--- src/rtl/twc_pkg.sv ---
// Package: register map, field layout, reset values and timing for the timer block
package twc_pkg;
    // Register byte offsets
    localparam logic [7:0]  TIMER_CONFIG_OFS   = 8'h00;
    localparam logic [7:0]  TIMER_PERIOD_OFS   = 8'h04;
    localparam logic [7:0]  TIMER_WIDTH_OFS    = 8'h08;
    localparam logic [7:0]  TIMER_COUNTER_OFS  = 8'h0c;
    localparam logic [7:0]  SHARED_STATUS_OFS  = 8'h10;
    // Config field positions
    localparam int          MODE_LSB           = 0;
    localparam int          POLARITY_BIT       = 2;
    localparam int          PERIOD_SEL_BIT     = 3;
    localparam int          IRQ_EN_BIT         = 4;
    // Status field positions
    localparam int          ST_IRQ_BIT         = 0;
    localparam int          ST_OVF_BIT         = 1;
    localparam int          ST_EN_BIT          = 2;
    // Mode encodings
    localparam logic [1:0]  MODE_PWM           = 2'h1;
    localparam logic [1:0]  MODE_WIDTH_CAPTURE = 2'h2;
    localparam logic [1:0]  MODE_EXT_EVENT     = 2'h3;
    // Values
    localparam logic [31:0] ZERO_WORD          = 32'h0000_0000;
    localparam logic [31:0] ALL_ONES           = 32'hffff_ffff;
    localparam logic [31:0] ALL_ONES_M1        = 32'hffff_fffe;
    localparam logic [4:0]  CONFIG_RESET       = 5'h00;
    // Start latency in peripheral clocks
    localparam int          START_LATENCY_CYC  = 3;
    localparam logic [1:0]  START_WAIT_LOAD    = 2'(START_LATENCY_CYC - 1);

    typedef enum logic [1:0] {
        TWC_OFF,
        TWC_STARTING,
        TWC_WAIT_FIRST,
        TWC_RUN
    } twc_state_type;

    // Captured AHB address phase
    typedef struct packed {
        logic       valid;
        logic       write;
        logic [7:0] addr;
    } twc_aphase_type;
endpackage

--- src/rtl/twc_timer.sv ---
// Timer with width-capture and external-event counting, AHB-Lite register slave
`timescale 1ns/1ps
// How it works
// - Mode 10 selects width capture, pin input
// - Polarity picks leading edge: rise or fall
// - Period and width read-only in capture
// - Captured values are count divided by two
// - Counter zero, held until first leading edge
// - Trailing edge copies half count to width
// - Leading edge copies period, clears counter
// - Period-select chooses which capture raises latch
// - Period reads zero until first measured
// - All-ones count disables, sets overflow, latch
// - Status flags sticky, cleared by writing one
// - First rising edge loads all-ones minus period
// - Rising edges count; end sets latch, reloads
// - Event mode uses rising edges only
// - Event mode ignores period-select, no overflow
// - Own irq line, flags mirrored in status
// - Interrupt disabled means latch never set
// - Timer starts three clocks after enable
// - Disable holds counter; re-enable reinitialises
module twc_timer
    import twc_pkg::*;
(
    // Clock and reset
    input  wire logic        sys_clk,
    input  wire logic        rst,
    // AHB-Lite slave
    input  wire logic        hsel,
    input  wire logic [31:0] haddr,
    input  wire logic [1:0]  htrans,
    input  wire logic        hwrite,
    input  wire logic [2:0]  hsize,
    input  wire logic [31:0] hwdata,
    input  wire logic        hready,
    output logic      [31:0] hrdata,
    output logic             hreadyout,
    output logic             hresp,
    // Timer pin and interrupt
    input  wire logic        timer_input_pin,
    output logic             timer_irq
);

    ////////////////////////////////////////////////////////////////////////////////
    // Declarations
    logic [4:0]     timer_config_reg_r;
    logic [31:0]    timer_period_reg_r;
    logic [31:0]    timer_width_reg_r;
    logic [31:0]    timer_counter_reg_r;
    logic           timer_irq_latch_r;
    logic           timer_overflow_flag_r;
    logic           timer_enable_flag_r;
    twc_state_type  state_r;
    logic [1:0]     start_cnt_r;
    logic           sync1_r;
    logic           sync2_r;
    logic           sync3_r;
    twc_aphase_type aph_r;
    logic           wr_go;
    logic           set_en;
    logic           clr_en;
    logic           clr_irq;
    logic           clr_ovf;
    logic           cap_mode;
    logic           evt_mode;
    logic           rise;
    logic           fall;
    logic           lead_edge;
    logic           trail_edge;
    logic           irq_en;
    logic           run;
    logic           wcap_width;
    logic           wcap_period;
    logic           wcap_ovf;
    logic           evt_end;
    logic           irq_set;

    ////////////////////////////////////////////////////////////////////////////////
    // Operating notes for whoever picks this block up next
    //
    // Register map, one aligned word each, only haddr[7:0] decoded:
    //   0x00 config: mode field, polarity, period-select, irq enable
    //   0x04 period, 0x08 width, 0x0c counter (never writable)
    //   0x10 status: irq latch and overflow are write-one-to-clear,
    //        bit 2 enables when written as one and disables as zero
    //
    // Because enable sits in the status word, a flag clear that should
    // leave the timer running must write bit 2 as one as well. The
    // trade was one fewer register against a slightly odd clear idiom.
    //
    // Bus timing:
    //   Zero wait states; hreadyout and hresp are flops held constant.
    //   Read data is latched on the address phase, so it stands for the
    //   whole data phase and until the next read address phase.
    //   Write data is applied at the data-phase edge and is visible on
    //   the following cycle.
    //
    // Start sequence:
    //   The enable write moves the state to STARTING for three clocks.
    //   In capture mode the counter and the period word are cleared
    //   during that time, so a period read before the first full cycle
    //   returns zero.
    //   In event mode nothing is loaded until the first rising edge; the
    //   counter keeps its old value until then.
    //
    // Capture mode:
    //   The first leading edge starts the count. Each clock adds one.
    //   A trailing edge copies half the count into width and lets the
    //   count run on. A leading edge copies half the count into period
    //   and restarts from zero. Halving makes the results match the
    //   units of a waveform generated at twice the register value.
    //   An all-ones count stops the timer and raises overflow; the
    //   counter is frozen there so software can see where it stopped.
    //
    // Event mode:
    //   Only rising edges count, whatever the polarity bit says. The
    //   counter runs from all ones minus period up to all ones minus
    //   one; the rise that finds it there raises the latch and reloads.
    //   The counter may be mid-update when read, so software should
    //   read it only with the timer stopped.
    //
    // Input path:
    //   The pin goes through two flops before edge detection, so every
    //   edge is seen two clocks after the pin moves. The third flop
    //   only remembers the previous synchronised level; nothing reads
    //   the first stage except the second.
    //   Pulses shorter than a clock can be missed; that is a limit of a
    //   single-clock design, not something the logic tries to recover.
    //
    // Flags:
    //   A hardware set and a software clear in the same cycle leave the
    //   flag set, so an event is never lost to a late clear.
    //   With the irq enable bit low the latch never sets, not even on
    //   overflow; the overflow flag itself still records the event.
    //   The dedicated request line is one clock behind the latch so
    //   that it comes straight from a flop.
    //
    // Disable:
    //   Writing enable as zero returns to OFF and freezes the counter.
    //   Re-enabling runs the start sequence again, which is how a
    //   watchdog built on this timer is serviced.
    //
    // Not implemented:
    //   Mode 01 is stored but never decoded and drives nothing; the pin is input only here.
    //   Mode 00 leaves the timer idle apart from register access.
    //   hsize is ignored; every access is taken as a full word.

    ////////////////////////////////////////////////////////////////////////////////
    // Bus slave: zero wait states, always OKAY
    always_ff @(posedge sys_clk) begin
        if (rst) begin
            aph_r <= '0;
        end else if (hready) begin
            aph_r.valid <= hsel & htrans[1];
            aph_r.write <= hwrite;
            aph_r.addr  <= haddr[7:0];
        end
    end

    // Outputs from flops; readyout never stalls
    always_ff @(posedge sys_clk) begin
        if (rst) begin
            hreadyout <= 1'b1;
            hresp     <= 1'b0;
        end else begin
            hreadyout <= 1'b1;
            hresp     <= 1'b0;
        end
    end

    assign wr_go   = aph_r.valid & aph_r.write;
    assign set_en  = wr_go & (aph_r.addr == SHARED_STATUS_OFS) & hwdata[ST_EN_BIT];
    // Writing zero to the enable bit disables; same word also clears flags
    assign clr_en  = wr_go & (aph_r.addr == SHARED_STATUS_OFS) & ~hwdata[ST_EN_BIT];
    assign clr_irq = wr_go & (aph_r.addr == SHARED_STATUS_OFS) & hwdata[ST_IRQ_BIT];
    assign clr_ovf = wr_go & (aph_r.addr == SHARED_STATUS_OFS) & hwdata[ST_OVF_BIT];

    // Read data registered at the address phase so it stands in the data phase
    always_ff @(posedge sys_clk) begin
        if (rst) begin
            hrdata <= ZERO_WORD;
        end else if (hready & hsel & htrans[1] & ~hwrite) begin
            unique case (haddr[7:0])
                TIMER_CONFIG_OFS:  hrdata <= {27'h0, timer_config_reg_r};
                TIMER_PERIOD_OFS:  hrdata <= timer_period_reg_r;
                TIMER_WIDTH_OFS:   hrdata <= timer_width_reg_r;
                // Counter is meaningless while an event count runs
                TIMER_COUNTER_OFS: hrdata <= timer_counter_reg_r;
                SHARED_STATUS_OFS: hrdata <= {29'h0, timer_enable_flag_r,
                                              timer_overflow_flag_r,
                                              timer_irq_latch_r};
                default:           hrdata <= ZERO_WORD;
            endcase
        end
    end

    ////////////////////////////////////////////////////////////////////////////////
    // Configuration register
    always_ff @(posedge sys_clk) begin
        if (rst) begin
            timer_config_reg_r <= CONFIG_RESET;
        end else if (wr_go & (aph_r.addr == TIMER_CONFIG_OFS)) begin
            timer_config_reg_r <= hwdata[4:0];
        end
    end

    assign cap_mode = timer_config_reg_r[MODE_LSB +: 2] == MODE_WIDTH_CAPTURE;
    assign evt_mode = timer_config_reg_r[MODE_LSB +: 2] == MODE_EXT_EVENT;
    assign irq_en   = timer_config_reg_r[IRQ_EN_BIT];

    ////////////////////////////////////////////////////////////////////////////////
    // Input synchroniser and edge detect; first stage feeds only the second
    always_ff @(posedge sys_clk) begin
        if (rst) begin
            sync1_r <= 1'b0;
            sync2_r <= 1'b0;
            sync3_r <= 1'b0;
        end else begin
            sync1_r <= timer_input_pin;
            sync2_r <= sync1_r;
            sync3_r <= sync2_r;
        end
    end

    assign rise = sync2_r & ~sync3_r;
    assign fall = ~sync2_r & sync3_r;
    // Polarity only matters in capture mode
    assign lead_edge  = timer_config_reg_r[POLARITY_BIT] ? rise : fall;
    assign trail_edge = timer_config_reg_r[POLARITY_BIT] ? fall : rise;

    ////////////////////////////////////////////////////////////////////////////////
    // Enable sequencing and start latency
    always_ff @(posedge sys_clk) begin
        if (rst) begin
            state_r     <= TWC_OFF;
            start_cnt_r <= 2'h0;
        end else if (clr_en | wcap_ovf) begin
            state_r <= TWC_OFF;
        end else begin
            unique case (state_r)
                TWC_OFF: begin
                    if (set_en) begin
                        state_r     <= TWC_STARTING;
                        start_cnt_r <= START_WAIT_LOAD;
                    end
                end
                TWC_STARTING: begin
                    if (start_cnt_r == 2'h0) begin
                        state_r <= TWC_WAIT_FIRST;
                    end else begin
                        start_cnt_r <= start_cnt_r - 2'h1;
                    end
                end
                TWC_WAIT_FIRST: begin
                    if ((cap_mode & lead_edge) | (evt_mode & rise)) begin
                        state_r <= TWC_RUN;
                    end
                end
                TWC_RUN: begin
                    state_r <= TWC_RUN;
                end
            endcase
        end
    end

    // Enable flag in status mirrors any state other than OFF, registered, set by the enable write
    always_ff @(posedge sys_clk) begin
        if (rst) begin
            timer_enable_flag_r <= 1'b0;
        end else begin
            timer_enable_flag_r <= (state_r != TWC_OFF) | set_en;
        end
    end

    assign run = (state_r == TWC_RUN);
    // Width-capture events
    assign wcap_width  = cap_mode & run & trail_edge;
    assign wcap_period = cap_mode & run & lead_edge;
    assign wcap_ovf    = cap_mode & run & (timer_counter_reg_r == ALL_ONES);
    // Event end: counter sits at all ones minus one; overflow never used here
    assign evt_end     = evt_mode & run & rise & (timer_counter_reg_r == ALL_ONES_M1);

    ////////////////////////////////////////////////////////////////////////////////
    // Counter
    always_ff @(posedge sys_clk) begin
        if (rst) begin
            timer_counter_reg_r <= ZERO_WORD;
        end else if (state_r == TWC_STARTING && start_cnt_r == 2'h0) begin
            // Reinitialise on every enable, per mode
            if (cap_mode) begin
                timer_counter_reg_r <= ZERO_WORD;
            end
        end else if (state_r == TWC_WAIT_FIRST && evt_mode && rise) begin
            timer_counter_reg_r <= ALL_ONES - timer_period_reg_r;
        end else if (run && cap_mode && !wcap_ovf) begin
            // Leading edge restarts measurement; width capture keeps counting
            timer_counter_reg_r <= wcap_period ? ZERO_WORD
                                               : timer_counter_reg_r + 32'h1;
        end else if (run && evt_mode && rise) begin
            timer_counter_reg_r <= (timer_counter_reg_r == ALL_ONES_M1)
                                   ? ALL_ONES - timer_period_reg_r
                                   : timer_counter_reg_r + 32'h1;
        end
    end

    ////////////////////////////////////////////////////////////////////////////////
    // Period software-writable except in capture mode; width also read-only in event mode
    always_ff @(posedge sys_clk) begin
        if (rst) begin
            timer_period_reg_r <= ZERO_WORD;
        end else if (cap_mode) begin
            if (state_r == TWC_STARTING) begin
                timer_period_reg_r <= ZERO_WORD;
            end else if (wcap_period) begin
                timer_period_reg_r <= {1'b0, timer_counter_reg_r[31:1]};
            end
        end else if (wr_go & (aph_r.addr == TIMER_PERIOD_OFS)) begin
            timer_period_reg_r <= hwdata;
        end
    end

    // Width is unused in event mode
    always_ff @(posedge sys_clk) begin
        if (rst) begin
            timer_width_reg_r <= ZERO_WORD;
        end else if (cap_mode) begin
            if (wcap_width) begin
                timer_width_reg_r <= {1'b0, timer_counter_reg_r[31:1]};
            end
        end else if (!evt_mode && wr_go && aph_r.addr == TIMER_WIDTH_OFS) begin
            timer_width_reg_r <= hwdata;
        end
    end

    ////////////////////////////////////////////////////////////////////////////////
    // Sticky status flags; a set in the same cycle as a clear wins
    assign irq_set = irq_en & (wcap_ovf | evt_end |
                     (timer_config_reg_r[PERIOD_SEL_BIT] ? wcap_period
                                                         : wcap_width));

    always_ff @(posedge sys_clk) begin
        if (rst) begin
            timer_irq_latch_r <= 1'b0;
        end else if (irq_set) begin
            timer_irq_latch_r <= 1'b1;
        end else if (clr_irq) begin
            timer_irq_latch_r <= 1'b0;
        end
    end

    always_ff @(posedge sys_clk) begin
        if (rst) begin
            timer_overflow_flag_r <= 1'b0;
        end else if (wcap_ovf) begin
            timer_overflow_flag_r <= 1'b1;
        end else if (clr_ovf) begin
            timer_overflow_flag_r <= 1'b0;
        end
    end

    // Dedicated request line follows the latch one clock later
    always_ff @(posedge sys_clk) begin
        if (rst) begin
            timer_irq <= 1'b0;
        end else begin
            timer_irq <= timer_irq_latch_r;
        end
    end

endmodule // twc_timer

--- config.mk ---
export PLATFORM = sky130hd
export DESIGN_NAME = twc_timer
export DESIGN_NICKNAME = d
export VERILOG_FILES = /design/src/rtl/twc_pkg.sv /design/src/rtl/twc_timer.sv
export SDC_FILE = /design/constraint.sdc
export NUM_CORES = 1
export LEC_CHECK = 0
export ABC_AREA = 1
export BUFFER_PORTS_ARGS = -buffer_cell sky130_fd_sc_hd__buf_2
export CAP_MARGIN = 10
export CORE_MARGIN = 4
export CORE_UTILIZATION = 32
export DETAILED_ROUTE_END_ITERATION = 16
export PLACE_DENSITY = 0.6
export SLEW_MARGIN = 20
export SYNTH_ARGS = -nofsm -noshare
export SYNTH_HDL_FRONTEND = slang
export SYNTH_SLANG_ARGS = --single-unit
--- constraint.sdc ---
create_clock -name sys_clk -period 2.17 [get_ports sys_clk]
set_input_delay 0.1085 -clock sys_clk [delete_from_list [all_inputs] [get_ports sys_clk]]
set_output_delay 0.1085 -clock sys_clk [all_outputs]
set_load 0.01 [all_outputs]
==> metrics, run 1 <==
grt total ovfl 0; setup violators final 0; Synth Flop Type dfxtp_1; Slew @ Worst Pin 0.586 ns; # Max-Cap Violations 0; crit path max fanout 28; total wire length 29000 um; Clock Path Buffers 2; chip height 170 um; Req. time, crit path 2.53 ns; First-pass DRT Iterations 6; Synth Warn # 0; most frequent cells in the layout 362 x nand2_1, 153 x dfxtp_1, 132 x a21oi_1, 124 x inv_1, 123 x o21ai_0; Initial Utilization 32.3%; Worst Setup Start Kind flop; Setup crit end kind flop; Avg Cell Area, Syn 6.53 sq um; largest net degree at the start of global routing 84; num rows 59; distinct cell type count after synthesis 42; I/O Pins 110; flop-to-flop setup slack 0.16 ns; Iteration-0 DRC Markers 816; worst reg2reg endpoint timer_counter_reg_r[21]; drc violations 0; Worst Setup EP timer_counter_reg_r[21]; Post-CTS Setup Bufs 0; clk_skew 0.0117 ns; die footprint 28900 sq um; worst vdd ir 512 uV; total CTS buffers 17; GPL Wtd Cong 0.953; Via density 5.09; CTS tree done; Reg2Reg Depth 13; crit path time final 2.01 ns; status finished, final reports clean; setup TNS 0 ns; post-synthesis sequential area ratio 36.7%; pwr dens 601 nW/um^2; Global Route Usage Sum 19.8%; critical hold path startpoint hwdata[21]; min-delay worst type in -> reg; Yosys reg bits 154; CP arrival 2.37 ns; WS Path Type reg -> reg; clk sinks 154; H-tree Lvls 4; share of layout cells above drive strength 1 15.2%; DP HPWL 20800 um; Post-Syn Area 8400 sq um; Peak Freq 498 MHz; Core ar. 26000 sq um; Post-synth EDFFs 0; DIE WIDTH 170 um; Syn Inst Count 1287; Post-synth ARST share 0%; RSZ-0062 raised after global routing false; most frequent standard cell in the layout excluding fill and tap cells nand2_1; Worst R2R Start timer_counter_reg_r[0]; antenna cells 0; Slew headroom 60.9%; Hold Fails Final Rpt 0; initial antenna violation count 0; final period utilization 92.6%; Leak 4.13 nW; CP startpoint timer_counter_reg_r[0]; final std cells w/o fill 1750; clock latency on the worst-skew pair 0.44 ns; Root Buffer Master clkbuf_16; vias 8901; fillers 2750; PortBufs 79; area grow syn2layout 21.7%; clk slew on worst S/H paths 0.07 ns; vias in the first global route 8311; Max Slew Vio Count 0; global-route wire length before repair 45500 um; Avg WL per Cell 16.5 um; DP Cell Count 1691; Post-DRT Antenna Nets 0; Final #Nets 1480; net count after synthesis 1365
## through the flow
stage	utilization, %	setup WS, ns	instance area (sq um)	total power [mW]	hold slack, ns
6_report	39.4	0.161	10200	6.15	0.0270
5_1_grt	39.4	0.00623	10200	6.31	0.0288
4_1_cts	39.3	0.0653	10200	6.17	0.00458
3_5_place_dp	36.1	0.0627	9380	3.20	0.318
3_3_place_gp	36.1	0.163	9380	3.20	0.314
2_1_floorplan	-	0.299	8400	3.09	0.215
## how the worst min path moves through the flow
stage                                        to  slack, ns  cells past startpoint
after floorplan                         sync1_r       0.22                      2
after global placement                  sync1_r       0.31                      3
after detailed placement                sync1_r       0.32                      3
after CTS                 timer_width_reg_r[21]      0.005                      3
after global routing      timer_width_reg_r[21]       0.03                      3
final                     timer_width_reg_r[21]       0.03                      3
## final cells by class
cell class	instances	area (sq um)	share of cell area, %
inverters	136	518	5.06
repair buffers	169	1240	12.1
clock buffers	18	429	4.20
well taps	335	419	4.10
multi-input cells	924	4400	43.0
clock inverters	14	136	1.33
flip-flops and latches	154	3080	30.2
## worst max-delay path: stages, from the launching register on
cell and delay, ns:
dfxtp_1 0.34, ha_1 0.24, nand3_1 0.13, inv_2 0.06
nand2_4 0.09, nor2_8 0.05, nand2_4 0.08, nand2_4 0.08
nand2_4 0.08, buf_4 0.32, nand4_1 0.17, nand2_1 0.09
nand2_1 0.06, a21oi_1 0.13
## sequential cells by signal (all words and copies together), names as in the netlist, 2 cells and up
name,cells
timer_period_reg_r,32
timer_config_reg_r,5
start_cnt_r,2
state_r,2
timer_counter_reg_r,32
hrdata,32
timer_width_reg_r,32
aph_r,10
## power by group
part / switching, mW / total, mW / leakage [nW] / internal [mW]
Combinational: 0.189 / 0.313 / 2.63 / 0.124
Sequential: 0.0134 / 2.86 / 1.24 / 2.85
Clock: 1.37 / 2.97 / 0.262 / 1.60
## kinds of logic after synthesis
group | count (synthesis) | synth area share, %
other | 2 | 0.0894
adder cells (fa/ha/maj) | 3 | 0.447
AO/OA/AOI/OAI | 321 | 20.8
buffers and inverters | 209 | 11.0
flip-flops | 154 | 36.7
AND/OR/NAND/NOR | 583 | 29.4
XOR/XNOR | 15 | 1.56
## metal layers
layer,track usage (%),vias to the layer above,part of all wire [%]
met4,6.67,0,2.6
met1,26.7,4102,44
li1,-,4429,-
met3,3.53,54,6.9
met2,32.0,316,46
met5,0,-,0
## synth_stat cells, types with 3 or more instances
master	number	area share, %
a21oi_1	132	7.9
a31oi_1	7	0.52
buf_1	3	0.13
buf_2	13	0.77
buf_4	3	0.27
buf_6	12	1.6
clkbuf_1	40	1.8
dfxtp_1	154	37
ha_1	3	0.45
inv_1	125	5.6
inv_2	10	0.45
nand2_1	362	16
nand2_2	5	0.37
nand2_4	5	0.67
nand3_1	27	1.6
nand3b_1	4	0.36
nand4_1	37	2.8
nor2_1	122	5.4
nor2_2	7	0.52
nor2_4	4	0.54
nor3_1	7	0.42
o211ai_1	4	0.36
o21ai_0	124	7.4
o21ai_1	12	0.71
o221ai_1	14	1.5
o22ai_1	14	1.0
o31ai_1	4	0.36
xor2_1	15	1.6
## repair_timing
action / CTS / global route
endpoints found under the hold margin: 24 / 0
setup endpoints to repair: 0 / 36
hold buffers: 27 / 0
resized for setup: 0 / 7
Power figures use the tool's default switching activity.
==> run 2: changes to the inputs <==
Settings changed: RECOVER_POWER set to 50.
==> run 2 against run 1 <==
Worst setup slack got worse by 0.013 ns. First-iteration DRC count decreased by 11%. Die area unchanged. Cell count unchanged. Core utilization decreased by 0.25 points.
==> metrics, run 2 (synthesis results as in run 1) <==
CP startpoint timer_counter_reg_r[0] (unchanged); DP HPWL 20800 um (unchanged); most frequent standard cell in the layout excluding fill and tap cells nand2_1 (unchanged); Iteration-0 DRC Markers 727 (was 816); final period utilization 93.2% (was 92.6%); chip height 170 um (unchanged); drc violations 0 (unchanged); GPL Wtd Cong 0.953 (unchanged); Max Slew Vio Count 0 (unchanged); Root Buffer Master clkbuf_16 (unchanged); Initial Utilization 32.3% (unchanged); Leak 3.97 nW (was 4.13 nW); Clock Path Buffers 2 (unchanged); setup TNS 0 ns (unchanged); PortBufs 79 (unchanged); Core ar. 26000 sq um (unchanged); initial antenna violation count 0 (unchanged); met2 WL 13300 um (about the same); Slew @ Worst Pin 0.593 ns (was 0.586 ns); First-pass DRT Iterations 5 (was 6); clock latency on the worst-skew pair 0.44 ns (about the same); die footprint 28900 sq um (unchanged); total CTS buffers 17 (unchanged); Global Route Usage Sum 19.8% (unchanged); DIE WIDTH 170 um (unchanged); Req. time, crit path 2.54 ns (was 2.53 ns); CTS tree done (unchanged); crit path time final 2.02 ns (was 2.01 ns); CP arrival 2.39 ns (was 2.37 ns); Reg2Reg Depth 13 (unchanged); DR top layer met4 (unchanged); H-tree Lvls 4 (unchanged); I/O Pins 110 (unchanged); Post-DRT Antenna Nets 0 (unchanged); fillers 2773 (was 2750); pwr dens 605 nW/um^2 (was 601 nW/um^2); crit path max fanout 28 (unchanged); grt total ovfl 0 (unchanged); vias 8911 (was 8901); slowest stage delay, CP 0.34 ns (about the same); vias in the first global route 8311 (unchanged); Worst Setup Start Kind flop (unchanged); clk slew on worst S/H paths 0.07 ns (about the same); Final #Nets 1480 (unchanged); worst vdd ir 512 uV (about the same); global-route wire length before repair 45500 um (unchanged); share of layout cells above drive strength 1 12.5% (was 15.2%); total wire length 29000 um (about the same); Worst R2R Start timer_counter_reg_r[0] (unchanged); WL met1 13000 um (was 12900 um); worst reg2reg endpoint timer_counter_reg_r[21] (unchanged); Peak Freq 494 MHz (was 498 MHz); Worst Setup EP timer_counter_reg_r[21] (unchanged); Hold Fails Final Rpt 0 (unchanged); area grow syn2layout 20.9% (was 21.7%); status finished, final reports clean (unchanged); Slew headroom 60.4% (was 60.9%); Crit path top cell by count nand2_4 (unchanged); WS Path Type reg -> reg (unchanged); RSZ-0062 raised after global routing false (unchanged); crit path cell chain ha_1, nand3_1, inv_2, nand2_4, nor2_8, nand2_4, nand2_4, nand2_4, buf_4, nand4_1, nand2_1, nand2_1, a21oi_1 (unchanged); Routed met3 length 1970 um (was 2010 um); antenna cells 0 (unchanged); # Max-Cap Violations 0 (unchanged); largest net degree at the start of global routing 84 (unchanged); min-delay worst type in -> reg (unchanged); Avg WL per Cell 16.6 um (was 16.5 um); num rows 59 (unchanged); setup violators final 0 (unchanged); slowest CP cell dfxtp_1 (unchanged); Setup crit end kind flop (unchanged); flop-to-flop setup slack 0.15 ns (was 0.16 ns); final std cells w/o fill 1750 (unchanged); clk sinks 154 (unchanged); Post-CTS Setup Bufs 0 (unchanged); Via density 5.09 (about the same); clk_skew 0.0112 ns (was 0.0117 ns); DP Cell Count 1691 (unchanged); most frequent cells in the layout 362 x nand2_1, 153 x dfxtp_1, 132 x a21oi_1, 126 x inv_1, 124 x o21ai_0 (was 362 x nand2_1, 153 x dfxtp_1, 132 x a21oi_1, 124 x inv_1, 123 x o21ai_0)
run 2: cell types whose count changed in the layout (fill, tap and decap cells not counted):
cell	previous run	this run
buf_12	8	7
buf_2	79	45
buf_4	55	52
clkbuf_1	1	37
clkbuf_2	0	1
clkbuf_4	0	1
inv_1	124	126
inv_2	9	7
o21ai_0	123	124
o21ai_1	12	11
run 2: per-layer routing:
metal  GRT usage (%)  up-vias
li1                -     4434
met3            3.53       52
met2            32.0      321
met5               0        -
met1            26.7     4104
met4            6.67        0
run 2: per-stage QoR:
stage	cell area [sq um]	setup WS, ns	hold slack (ns)	utilization [%]	total power [mW]
6_report	10200	0.147	0.0318	39.1	6.15
5_1_grt	10200	0.00623	0.0288	39.1	6.31
4_1_cts	10200	0.0653	0.00458	39.3	6.17
3_5_place_dp	9380	0.0627	0.318	36.1	3.20
3_3_place_gp	9380	0.163	0.314	36.1	3.20
2_1_floorplan	8400	0.299	0.215	-	3.09
run 2: timing repair:
item	in CTS	in global routing
hold buffers	27	0
resized for setup	0	7
endpoints found under the hold margin	24	0
setup endpoints to repair	0	36
run 2: worst min-delay path by stage:
stage	start	to	slack, ns	cells past startpoint
2_1_floorplan	timer_input_pin	sync1_r	0.22	2
3_3_place_gp	timer_input_pin	sync1_r	0.31	3
3_5_place_dp	timer_input_pin	sync1_r	0.32	3
4_1_cts	hwdata[21]	timer_width_reg_r[21]	0.005	3
5_1_grt	hwdata[21]	timer_width_reg_r[21]	0.03	3
6_report	hwdata[21]	timer_width_reg_r[21]	0.03	3
run 2: power by group:
group / switching, mW / total [mW] / internal, mW / leakage, nW
clock: 1.37 / 2.97 / 1.60 / 0.262
sequential: 0.0133 / 2.86 / 2.85 / 1.24
combinational: 0.191 / 0.313 / 0.122 / 2.46
total: 1.58 / 6.15 / 4.57 / 3.97
run 2: worst max-delay path: cells and delay by family, from the launching register on:
family | cells | cell delay [ns]
AOI/OAI and AO/OA | 1 | 0.13
adders and majority gates | 1 | 0.25
buffers and inverters | 2 | 0.38
DFF | 1 | 0.34
and+or+nand+nor | 9 | 0.84
run 2: cell type report:
class	instances	area [sq um]	area share, %
Sequential cell	154	3080	30.3
Tap cell	335	419	4.12
Inverter	136	518	5.10
Timing Repair Buffer	169	1170	11.5
Clock inverter	14	136	1.34
Multi-Input combinational cell	924	4400	43.3
Clock buffer	18	429	4.22
==> run 3: changes to the inputs <==
Settings changed: CAP_MARGIN 10 to unset, CTS_BUF_LIST set to sky130_fd_sc_hd__clkbuf_16.
==> run 3 against run 2 <==
Total power about the same. Register-to-register slack about the same. First-iteration DRC count unchanged. Global-route usage unchanged. Sequential power about the same. Critical path depth unchanged. Maximum frequency about the same. Clock power about the same. Hold slack got worse by 0.0038 ns. Wire length about the same. Cell area unchanged.
==> metrics, run 3 (synthesis results as in run 1) <==
WS Path Type reg -> reg (unchanged); setup TNS 0 ns (unchanged); Hold Fails Final Rpt 0 (unchanged); crit path time final 2.02 ns (about the same); Slew headroom 60.9% (was 60.4%); final period utilization 93.2% (about the same); final std cells w/o fill 1750 (unchanged); Design Power 6.15 mW (about the same); chip height 170 um (unchanged); Leak 3.97 nW (about the same); crit path max fanout 28 (unchanged); grt total ovfl 0 (unchanged); Global Route Usage Sum 19.8% (unchanged); Post-CTS Setup Bufs 0 (unchanged); PortBufs 79 (unchanged); most frequent standard cell in the layout excluding fill and tap cells nand2_1 (unchanged); Min-Delay Path Depth 3 (unchanged); Int Pwr 4.57 mW (about the same); Worst Setup Start Kind flop (unchanged); GPL Wtd Cong 0.953 (unchanged); status finished, final reports clean (unchanged); Reg2Reg Depth 13 (unchanged); vias 8940 (was 8911); Slew @ Worst Pin 0.585 ns (was 0.593 ns); Root Buffer Master clkbuf_16 (unchanged); clk sinks 154 (unchanged); total wire length 29000 um (about the same); clock latency on the worst-skew pair 0.44 ns (about the same); H-tree Lvls 4 (unchanged); RSZ-0062 raised after global routing false (unchanged); initial antenna violation count 0 (unchanged); Core ar. 26000 sq um (unchanged); First-pass DRT Iterations 5 (unchanged); # Max-Cap Violations 0 (unchanged); Setup crit end kind flop (unchanged); total CTS buffers 17 (unchanged); Iteration-0 DRC Markers 727 (unchanged); Worst Slack Setup Final 0.148 ns (was 0.147 ns); Req. time, crit path 2.54 ns (about the same); clk_skew 0.0113 ns (was 0.0112 ns); largest net degree at the start of global routing 84 (unchanged); vias in the first global route 8311 (unchanged); Sw Share 25.7% (was 25.6%); Avg WL per Cell 16.6 um (about the same); num rows 59 (unchanged); final core utilization 39.1% (unchanged); Net Sw Power 1.58 mW (about the same); Peak Freq 495 MHz (was 494 MHz); pwr dens 605 nW/um^2 (about the same); clk slew on worst S/H paths 0.07 ns (about the same); placed inst area 9380 sq um (unchanged); Comb power frac 5.1% (about the same); Max Slew Vio Count 0 (unchanged); CTS tree done (unchanged); hold_ws 0.0280 ns (was 0.0318 ns); DP Cell Count 1691 (unchanged); most frequent cells in the layout 362 x nand2_1, 153 x dfxtp_1, 132 x a21oi_1, 127 x inv_1, 124 x o21ai_0 (was 362 x nand2_1, 153 x dfxtp_1, 132 x a21oi_1, 126 x inv_1, 124 x o21ai_0); Via density 5.11 (was 5.09); DP HPWL 20800 um (unchanged); area grow syn2layout 20.9% (unchanged); drc violations 0 (unchanged); I/O Pins 110 (unchanged); share of layout cells above drive strength 1 12.5% (unchanged); pre-CTS setup slack 0.0627 ns (unchanged); antenna cells 0 (unchanged); global-route wire length before repair 45500 um (unchanged); worst vdd ir 512 uV (about the same); DIE WIDTH 170 um (unchanged); min-delay worst type in -> reg (unchanged); setup violators final 0 (unchanged); CP arrival 2.39 ns (about the same); Initial Utilization 32.3% (unchanged); design area 10200 sq um (unchanged); power share of the sequential group 46.6% (was 46.5%); Clock Path Buffers 2 (unchanged); Post-DRT Antenna Nets 0 (unchanged); Final #Nets 1480 (unchanged); Clk pwr share 48.4% (about the same); die footprint 28900 sq um (unchanged)
-- run 3: changes by cell type in the layout (fill, tap and decap cells not counted) --
cell / change
clkbuf_1: -1
inv_1: +1
-- run 3: routing by layer --
metal	vias up	global-route usage, %	share of wire [%]
met3	51	3.53	6.8
met4	0	6.67	2.5
met1	4120	26.7	45
met2	335	32.0	46
met5	-	0	0
li1	4434	-	-
-- run 3: timing repair --
item / CTS / global route
hold buffers: 27 / 0
endpoints found under the setup margin: 0 / 36
gates resized for setup: 0 / 7
hold endpoints to repair: 24 / 0
-- run 3: worst max-delay path: stages (launching register included) --
cell	delay [ns]
dfxtp_1	0.34
ha_1	0.25
nand3_1	0.13
inv_2	0.06
nand2_4	0.09
nor2_8	0.05
nand2_4	0.08
nand2_4	0.08
nand2_4	0.08
buf_4	0.32
nand4_1	0.17
nand2_1	0.09
nand2_1	0.06
a21oi_1	0.13
-- run 3: worst paths after layout --
check | start | endpoint | slack, ns
max | timer_counter_reg_r[0] | timer_counter_reg_r[21] | 0.15
min | hwdata[21] | timer_width_reg_r[21] | 0.03
max reg2reg | timer_counter_reg_r[0] | timer_counter_reg_r[21] | 0.15
min reg2reg | sync1_r | sync2_r | 0.41
-- run 3: cell type report --
type | instances | area, sq um
well taps | 335 | 419
repair buffers | 169 | 1170
clock buffers | 17 | 425
fillers | 2773 | 15800
multi-input cells | 924 | 4400
flip-flops and latches | 154 | 3080
inverters | 136 | 518
clock inverters | 15 | 140
-- run 3: power groups by stage --
| stage | sequential, mW | combinational (mW) | clock, mW |
|---|---|---|---|
| floorplan | 2.92 | 0.164 | 0 |
| global placement | 2.93 | 0.271 | 0 |
| detailed placement | 2.93 | 0.271 | 0 |
| CTS | 2.86 | 0.310 | 3.00 |
| global route | 2.86 | 0.349 | 3.09 |
| finish | 2.86 | 0.313 | 2.97 |
